### config.mk
export PLATFORM = sky130hd
export DESIGN_NAME = scs_sequencer
export DESIGN_NICKNAME = d
export VERILOG_FILES = /design/src/hdl/scs_pkg.sv /design/src/hdl/scs_sync.sv /design/src/hdl/scs_sequencer.sv
export SDC_FILE = /design/constraint.sdc
export NUM_CORES = 1
export LEC_CHECK = 0
export BUFFER_PORTS_ARGS = -buffer_cell sky130_fd_sc_hd__buf_4
export CAP_MARGIN = 20
export CORE_UTILIZATION = 40
export DETAILED_ROUTE_END_ITERATION = 10
export PLACE_DENSITY = 0.51
export SLEW_MARGIN = 20
export SYNTH_ARGS = -nofsm -noshare
export SYNTH_HDL_FRONTEND = slang
export SYNTH_SLANG_ARGS = --single-unit
### constraint.sdc
create_clock -name clk -period 3.4 [get_ports clk]
set_input_delay 0.68 -clock clk [delete_from_list [all_inputs] [get_ports clk]]
set_output_delay 0.68 -clock clk [all_outputs]
set_load 0.02 [all_outputs]
### src/hdl/scs_pkg.sv
package scs_pkg;
   // clock rate
   localparam int CLK_MHZ = 250;
   // timing figures in their own units
   localparam int LOCK_ON_MS       = 2000;
   localparam int LOCK_OFF_MS      = 5000;
   localparam int STANDBY_US       = 500;
   localparam int MIN_PULSE_US     = 6;
   localparam int OCL_OFF_US       = 25;
   localparam int FORCE_GND_MS     = 100;
   localparam int FORCE_VBB_MS     = 50;
   localparam int FORCE_OPEN_MS    = 200;
   localparam int BLANK_NS         = 2000;
   // derived cycle counts
   localparam int STANDBY_CYC   = STANDBY_US * CLK_MHZ;
   localparam int MIN_PULSE_CYC = MIN_PULSE_US * CLK_MHZ;
   localparam int OCL_OFF_CYC   = OCL_OFF_US * CLK_MHZ;
   localparam int BLANK_CYC     = BLANK_NS * CLK_MHZ / 1000;
   localparam longint LOCK_ON_CYC   = longint'(LOCK_ON_MS) * 1000 * CLK_MHZ;
   localparam longint LOCK_OFF_CYC  = longint'(LOCK_OFF_MS) * 1000 * CLK_MHZ;
   localparam longint FORCE_GND_CYC = longint'(FORCE_GND_MS) * 1000 * CLK_MHZ;
   localparam longint FORCE_VBB_CYC = longint'(FORCE_VBB_MS) * 1000 * CLK_MHZ;
   localparam longint FORCE_OPN_CYC = longint'(FORCE_OPEN_MS) * 1000 * CLK_MHZ;
   // startup handover count
   localparam logic [6:0] STARTUP_ZC_COUNT = 7'h60;
   localparam int STEPS = 6;
   // forced-period select codes
   localparam logic [1:0] SEL_GND  = 2'h0;
   localparam logic [1:0] SEL_VBB  = 2'h1;
   localparam logic [1:0] SEL_OPEN = 2'h2;
   // operating states, gray along usual path
   typedef enum logic [2:0] {
      SCS_IDLE    = 3'h0,
      SCS_START   = 3'h1,
      SCS_RUN     = 3'h3,
      SCS_LOCKOFF = 3'h2,
      SCS_STANDBY = 3'h6
   } scs_mode_e;
endpackage

### src/hdl/scs_sync.sv
`timescale 1ns/100ps
module scs_sync (
   // clock and reset
   input  wire logic clk,
   input  wire logic rst_n,
   // pin in, filtered level out
   input  wire logic pin_in,
   output logic      level_out
);
   typedef struct packed {
      logic s1;
      logic s2;
      logic s3;
      logic lvl;
   } scs_sync_s;
   scs_sync_s st_reg;
   scs_sync_s st_next;

   // shift chain, level changes when stages two and three agree
   always_comb begin
      st_next     = st_reg;
      st_next.s1  = pin_in;
      st_next.s2  = st_reg.s1;
      st_next.s3  = st_reg.s2;
      if (st_reg.s2 == st_reg.s3) begin
         st_next.lvl = st_reg.s3;
      end
   end

   always_ff @(posedge clk or negedge rst_n) begin
      if (!rst_n) begin
         st_reg <= '0;
      end else begin
         st_reg <= st_next;
      end
   end

   assign level_out = st_reg.lvl;
endmodule

### src/hdl/scs_sequencer.sv
// Functional notes
// six-state commutation sequencer drives three half-bridges.
// one output floats per state; back-EMF sensed on it.
// zero cross is floating winding versus centre tap polarity change.
// zero-cross flag rises at crossing, falls at next commutation.
// only first correct-polarity crossing per state is latched.
// detector blanked at start of every commutation.
// step starts on delay-done pulse or forced pulse at startup.
// delay expiry pulses delay-done, advances state, starts blanking.
// crossing after blanking sets flag and starts delay timer.
// startup stepped by internal oscillator until sensing takes over.
// full duty until 96 zero-cross flag pulses counted.
// PWM low 500 us enters standby, outputs disabled.
// no speed indication 2 s: outputs off 5 s, then restart.
// speed output is open drain: pulls low or releases.
// PWM duty reproduced as average drive duty.
// forced interval: ground 100 ms, supply 50 ms, open 200 ms.
// tiny PWM pulses stretched to 6 us minimum.
// overcurrent disables drivers for 25 us.
// commutation delay is half the crossing-to-crossing interval.
// speed output toggles once per detected crossing.
`timescale 1ns/100ps
module scs_sequencer
   import scs_pkg::*;
#(
   parameter longint LOCK_ON_P   = LOCK_ON_CYC,
   parameter longint LOCK_OFF_P  = LOCK_OFF_CYC,
   parameter longint FORCE_GND_P = FORCE_GND_CYC,
   parameter longint FORCE_VBB_P = FORCE_VBB_CYC,
   parameter longint FORCE_OPN_P = FORCE_OPN_CYC
) (
   // clock and reset
   input  wire logic       clk,
   input  wire logic       rst_n,
   // control pins
   input  wire logic       pwm_in,
   input  wire logic [1:0] startup_period_select,
   input  wire logic       overcurrent_in,
   // comparators: phase above centre_tap_input
   input  wire logic [2:0] phase_above_centre_tap_input,
   // half-bridge controls
   output logic [2:0]      high_on,
   output logic [2:0]      low_on,
   // speed_tach_output open drain
   output logic            speed_tach_out,
   output logic            speed_tach_oe,
   // observation
   output logic            zero_cross_flag,
   output logic            delay_done_pulse,
   output logic            forced_commutation_pulse
);
   typedef struct packed {
      scs_mode_e   mode;
      logic [2:0]  step;
      logic        zc;
      logic        blank;
      logic [15:0] blank_cnt;
      logic        delay_run;
      logic [39:0] delay_cnt;
      logic [39:0] period_cnt;
      logic [39:0] last_period;
      logic [39:0] tmr;
      logic [39:0] lock_cnt;
      logic [6:0]  zc_count;
      logic [19:0] low_cnt;
      logic [15:0] stretch;
      logic        pwm_d;
      logic [15:0] ocl_cnt;
      logic        tach;
      logic        dd;
      logic        fc;
      logic [2:0]  hi;
      logic [2:0]  lo;
   } scs_state_s;
   scs_state_s st_reg;
   scs_state_s st_next;

   logic [2:0] cmp;
   logic       pwm_s;
   logic       ocl_s;

   ////////////////////////////////////////////////////////////////////////
   // pin synchronisers
   scs_sync u_sync_pwm (
      .clk       (clk),
      .rst_n     (rst_n),
      .pin_in    (pwm_in),
      .level_out (pwm_s)
   );
   scs_sync u_sync_ocl (
      .clk       (clk),
      .rst_n     (rst_n),
      .pin_in    (overcurrent_in),
      .level_out (ocl_s)
   );
   for (genvar g = 0; g < 3; g++) begin : g_cmp
      scs_sync u_sync_cmp (
         .clk       (clk),
         .rst_n     (rst_n),
         .pin_in    (phase_above_centre_tap_input[g]),
         .level_out (cmp[g])
      );
   end

   ////////////////////////////////////////////////////////////////////////
   // per-step helpers
   function automatic logic [1:0] float_phase(input logic [2:0] s);
      case (s)
         3'h0, 3'h3: float_phase = 2'h2;
         3'h1, 3'h4: float_phase = 2'h1;
         default:    float_phase = 2'h0;
      endcase
   endfunction
   // rising crossing expected on even steps
   function automatic logic rising_exp(input logic [2:0] s);
      rising_exp = ~s[0];
   endfunction

   logic [39:0] force_per;
   logic [2:0]  hi_pat;
   logic [2:0]  lo_pat;
   logic        zc_hit;
   logic        step_now;
   logic        drive_en;
   logic        pwm_gate;

   // forced period select
   always_comb begin
      case (startup_period_select)
         SEL_GND: force_per = 40'(FORCE_GND_P);
         SEL_VBB: force_per = 40'(FORCE_VBB_P);
         default: force_per = 40'(FORCE_OPN_P);
      endcase
   end

   // drive patterns, one floating output per step, see R01
   always_comb begin
      case (st_reg.step)
         3'h0: begin hi_pat = 3'b001; lo_pat = 3'b010; end
         3'h1: begin hi_pat = 3'b001; lo_pat = 3'b100; end
         3'h2: begin hi_pat = 3'b010; lo_pat = 3'b100; end
         3'h3: begin hi_pat = 3'b010; lo_pat = 3'b001; end
         3'h4: begin hi_pat = 3'b100; lo_pat = 3'b001; end
         default: begin hi_pat = 3'b100; lo_pat = 3'b010; end
      endcase
   end

   ////////////////////////////////////////////////////////////////////////
   // next-state logic
   always_comb begin
      st_next     = st_reg;
      st_next.dd  = 1'b0;
      st_next.fc  = 1'b0;
      // first correct-polarity crossing after blank, see R03
      zc_hit = (st_reg.mode inside {SCS_START, SCS_RUN}) && !st_reg.blank
               && !st_reg.zc
               && (cmp[float_phase(st_reg.step)] == rising_exp(st_reg.step));
      step_now = 1'b0;
      // period measurement
      st_next.period_cnt = st_reg.period_cnt + 40'h1;
      if (zc_hit) begin
         st_next.zc          = 1'b1; // see R04
         st_next.last_period = st_reg.period_cnt;
         st_next.period_cnt  = '0;
         st_next.delay_run   = 1'b1;
         st_next.delay_cnt   = st_reg.period_cnt >> 1;
         st_next.tach        = ~st_reg.tach;
         st_next.lock_cnt    = '0;
         if (st_reg.zc_count != STARTUP_ZC_COUNT) begin
            st_next.zc_count = st_reg.zc_count + 7'h1;
         end
      end
      // blanking timer
      if (st_reg.blank) begin
         if (st_reg.blank_cnt == 16'h0) begin
            st_next.blank = 1'b0;
         end else begin
            st_next.blank_cnt = st_reg.blank_cnt - 16'h1;
         end
      end
      // commutation delay timer
      if (st_reg.delay_run && st_reg.mode == SCS_RUN) begin
         if (st_reg.delay_cnt == 40'h0) begin
            st_next.delay_run = 1'b0;
            st_next.dd        = 1'b1;
            step_now          = 1'b1;
         end else begin
            st_next.delay_cnt = st_reg.delay_cnt - 40'h1;
         end
      end
      // mode machine
      case (st_reg.mode)
         SCS_IDLE: begin
            st_next.mode = SCS_START;
            st_next.tmr  = '0;
         end
         SCS_START: begin
            // oscillator stepping; a crossing beats a forced step
            if (st_reg.zc && st_reg.delay_run) begin
               st_next.mode = SCS_RUN;
            end else if (st_reg.tmr >= force_per - 40'h1 && !zc_hit) begin
               st_next.tmr = '0;
               st_next.fc  = 1'b1;
               step_now    = 1'b1;
            end else begin
               st_next.tmr = st_reg.tmr + 40'h1;
            end
         end
         SCS_RUN: begin
         end
         SCS_LOCKOFF: begin
            // off time then restart
            if (st_reg.tmr >= 40'(LOCK_OFF_P)) begin
               st_next.mode     = SCS_IDLE;
               st_next.lock_cnt = '0;
            end else begin
               st_next.tmr = st_reg.tmr + 40'h1;
            end
         end
         SCS_STANDBY: begin
            if (pwm_s) begin
               st_next.mode     = SCS_IDLE;
               st_next.lock_cnt = '0;
            end
         end
         default: st_next.mode = SCS_IDLE;
      endcase
      // commutation step, see R04 see R06
      if (step_now) begin
         st_next.step      = (st_reg.step == 3'(STEPS - 1)) ? 3'h0
                             : st_reg.step + 3'h1;
         st_next.zc        = 1'b0;
         st_next.blank     = 1'b1;
         st_next.blank_cnt = 16'(BLANK_CYC - 1);
      end
      // lock detect
      if (st_reg.mode inside {SCS_START, SCS_RUN} && !zc_hit) begin
         if (st_reg.lock_cnt >= 40'(LOCK_ON_P)) begin
            st_next.mode      = SCS_LOCKOFF;
            st_next.tmr       = '0;
            st_next.delay_run = 1'b0;
            st_next.zc_count  = '0;
            st_next.zc        = 1'b0;
         end else begin
            st_next.lock_cnt = st_reg.lock_cnt + 40'h1;
         end
      end
      // standby on long low PWM
      if (pwm_s) begin
         st_next.low_cnt = '0;
      end else if (st_reg.low_cnt >= 20'(STANDBY_CYC - 1)) begin
         st_next.mode      = SCS_STANDBY;
         st_next.delay_run = 1'b0;
         st_next.zc_count  = '0;
         st_next.zc        = 1'b0;
      end else begin
         st_next.low_cnt = st_reg.low_cnt + 20'h1;
      end
      // minimum width window opened by each pwm rise
      st_next.pwm_d = pwm_s;
      if (pwm_s && !st_reg.pwm_d) begin
         st_next.stretch = 16'(MIN_PULSE_CYC - 1);
      end else if (st_reg.stretch != 16'h0) begin
         st_next.stretch = st_reg.stretch - 16'h1;
      end
      // overcurrent off time
      if (ocl_s && st_reg.ocl_cnt == 16'h0) begin
         st_next.ocl_cnt = 16'(OCL_OFF_CYC);
      end else if (st_reg.ocl_cnt != 16'h0) begin
         st_next.ocl_cnt = st_reg.ocl_cnt - 16'h1;
      end
      // output drive, see R11
      pwm_gate = (st_reg.zc_count != STARTUP_ZC_COUNT) || pwm_s
                 || (st_reg.stretch != 16'h0);
      drive_en = (st_reg.mode inside {SCS_START, SCS_RUN})
                 && st_reg.ocl_cnt == 16'h0 && pwm_gate;
      st_next.hi = drive_en ? hi_pat : 3'h0;
      st_next.lo = drive_en ? lo_pat : 3'h0;
   end

   always_ff @(posedge clk or negedge rst_n) begin
      if (!rst_n) begin
         st_reg      <= '0;
         st_reg.mode <= SCS_IDLE;
      end else begin
         st_reg <= st_next;
      end
   end

   ////////////////////////////////////////////////////////////////////////
   // outputs straight from flops, speed_tach_out tied low
   assign high_on                  = st_reg.hi;
   assign low_on                   = st_reg.lo;
   assign speed_tach_out           = 1'b0;
   assign speed_tach_oe            = st_reg.tach;
   assign zero_cross_flag          = st_reg.zc;
   assign delay_done_pulse         = st_reg.dd;
   assign forced_commutation_pulse = st_reg.fc;
endmodule

==> results.toml <==
[outcome]
status = "finished with violations"
failed_checks = "design-rule violations"

[finish]
area_delta_synth_final_pct = 13.82
fin_cells = 2125
post_route_cells_drive_above_1_share_pct = 10.16
commonest_non_fill_non_tap_cell_in_the_layout = "sky130_fd_sc_hd__dfrtp_1"
multiInputGateArea_mm2 = 0.007202
nNetsFinal = 1675
antennaDiodeCount = 0
final_area_mm2 = 0.01665
most-common-layout-cells = "sky130_fd_sc_hd__dfrtp_1, sky130_fd_sc_hd__nor2_1, sky130_fd_sc_hd__nand2_1"
fillCellCount = 3467
ff_latch_area_mm2 = 0.006857
largest_reg_flops = 244

[place]
post_dp_cell_area_mm2 = 0.01550
instance_count_after_placement_with_tap_cells_included = 2063
dpl.hpwl_mm = 24.72
port-buffer-count = 18
gp_routability_congestion = 0.8782

[setup_path]
timing.rr.end = "st_reg[128]"
start_kind = "register"
worst-path-stages = 11
critical_path_arrival_ps = 3550
timing.reg2reg.worst_path_depth = 11
critPathMaxFanout = 9
critPathCaptureType = "register"
max_stage_delay_ps = 630
cp_slowest_cell = "sky130_fd_sc_hd__a211oi_2"
critical_path_buf_inv_count = 2
criticalPathCategory = "reg -> reg"
timing.critical_path.max_delay_family = "compound AO/OA/AOI/OAI gates"
cp.required_ps = 3810
reg2reg_from = "st_reg[288]"
cp_cell_sequence = "inv_1 -> nor2_1 -> ha_1 -> and3b_1 -> o31ai_1 -> o32ai_4 -> a211oi_2 -> a21oi_1 -> a211oi_1 -> buf_4 -> o21ai_0"
ff2ff_setup_slack_ps = 250

[logic_synthesis]
synthesis.area_mm2 = 0.01463
synthCells = 1601
asyncSetResetFlopFracSynth_pct = 100.0
number_of_warning_messages_in_the_yosys_log = 0
synthesis.nets = 1637
ys_seq_elements = 274
synth.distinct_cells = 87
adder_and_majority_cell_fraction_of_the_synthesized_area_pct = 2.652
muxShareOfSynthArea_pct = 0.2823
synth_enable_flop_cells = 0
yosys.area_share.simple_pct = 25.75
post_synth_xor_area_fraction_pct = 6.646
yosys_most_used_dff = "sky130_fd_sc_hd__dfrtp_1"
compound_gate_portion_of_the_synthesized_area_pct = 13.67
seq_area_frac_synth_pct = 46.87
syn_avg_cell_area_um2 = 9.137
synth_top_family_by_area = "simple AND/OR/NAND/NOR gates"

[routing]
routed_wirelength_mm = 36.68
viasPerCell = 5.568
drt_pass_1_iters = 8
drc = 4
detailedRoute.firstIterationViolations = 634
drtAntennaViolNets = 0
routedWlPerCell_um = 17.26
routed-via-count = 11830

[global_routing]
grt_remaining_overflow = 0
grt_use_total_pct = 20.07
grt_pass1_wl_mm = 61.55
via_count_of_the_first_global_routing_pass = 11450
grt_max_degree = 86
initial_antenna_violation_count = 0

[clock_network]
path_clk_slew_ps = 60
clock_sink_count = 274
clkLatencyLatePin_ps = 540
cts_max_path_buffers = 3
cts_tree = "yes"
post_cts_resized = 0
cts.hold.buffers_added = 0
cts_root_buf = "sky130_fd_sc_hd__clkbuf_16"
cts_buffers = 35
post-cts-setup-buffer-count = 0
cts.htree.levels = 2

[pwr]
max-vdd-ir-drop_v = 0.0003345
static_leakage_nw = 7.254
fin_total_pwr_mw = 7.560
power-per-cell-area_mw_per_mm2 = 454.0

[run]
cap_violations = 0

[sta]
finalHoldViolCount = 0
hold_ws_ps = 150.2
final_max_tran_viols = 0
rsz0062_at_grt = "false"
finalWorstPathRequiredPeriod_ps = 3148
fmax_mhz = 317.7
fin_worst_skew_ps = 14.83
fin_tns_setup_ps = 0
max_slew.worst_pin.slew_ps = 1045
final-setup-viol-count = 0
relSlewSlack_pct = 29.71
final_min_period_over_clock_period_pct = 92.58

[floorplan]
core_region_area_mm2 = 0.03574
die_area_mm2 = 0.03734
initial_core_util_pct = 40.93
die-height_um = 193.2
die-width_um = 193.2
io_pins = 20
placement_rows = 69

[hold_path]
class_of_the_tightest_hold_or_removal_check = "in -> async"
-- layer usage --
layer	vias up	share of wire [%]	global-route usage, %
li1	5816	-	-
met2	212	44	30.77
met4	0	2.4	6.696
met5	-	0	0
met3	63	4.1	3.086
met1	5741	49	28.92
-- final cells by class --
cell class,instances,area share (%)
Clock buffer,53,6.343
Timing Repair Buffer,84,4.058
Tap cell,461,3.464
Inverter,51,1.150
Clock inverter,9,0.5486
Multi-Input combinational cell,1193,43.26
Sequential cell,274,41.18
-- through the flow --
| step | util [%] | setup slack (ps) |
|---|---|---|
| after floorplan | - | 281.5 |
| after global placement | 43.37 | 113.2 |
| after detailed placement | 43.37 | -20.97 |
| after CTS | 46.58 | 194.4 |
| after global routing | 46.58 | 18.67 |
| final | 46.58 | 252.2 |
-- report_power, final --
group	internal [mW]	total, mW	switching, mW
Combinational	0.143	0.339	0.196
Sequential	3.40	3.53	0.136
Clock	2.23	3.69	1.46
Total	5.77	7.56	1.79
-- worst max path at each step --
stage                  endpoint                      from  slack [ps]
finish              st_reg[128]               st_reg[288]         250
global route        st_reg[128]               st_reg[289]          20
CTS                  st_reg[93]               st_reg[288]         190
detailed placement  st_reg[271]  startup_period_select[0]         -20
global placement    st_reg[142]  startup_period_select[0]         110
floorplan           st_reg[142]  startup_period_select[0]         280
-- cells by family after synthesis --
logic type | Yosys count
AO/OA/AOI/OAI | 297
XOR/XNOR | 111
adder cells (fa/ha/maj) | 32
buffers and inverters | 134
flip-flops | 274
multiplexers | 4
other | 2
AND/OR/NAND/NOR | 747
-- cell usage after synthesis, drive strengths merged, types with 9 or more instances --
cell type  number  share of area [%]
o21ai          77                2.6
o221ai         11               0.66
o21a            9               0.46
nor2          186                4.8
clkbuf         46                1.2
a22oi           9               0.46
buf            37                1.6
and4           15               0.90
ha             27                2.3
nand4          42                1.8
a211oi         17               0.91
xor2           53                3.2
o31ai          10               0.51
dfrtp         274                 47
nand2b         12               0.56
a21oi          63                2.2
a31oi          11               0.47
and3           34                1.5
nand3          74                2.5
nand2         168                4.3
xnor2          58                3.5
or3            25                1.1
nor2b          12               0.51
or4            10               0.57
inv            51                1.3
and2           29                1.2
nor3           70                2.4
or2            10               0.43
nor4           37                1.8
o211ai         28                1.4
Power figures use the tool's default switching activity.
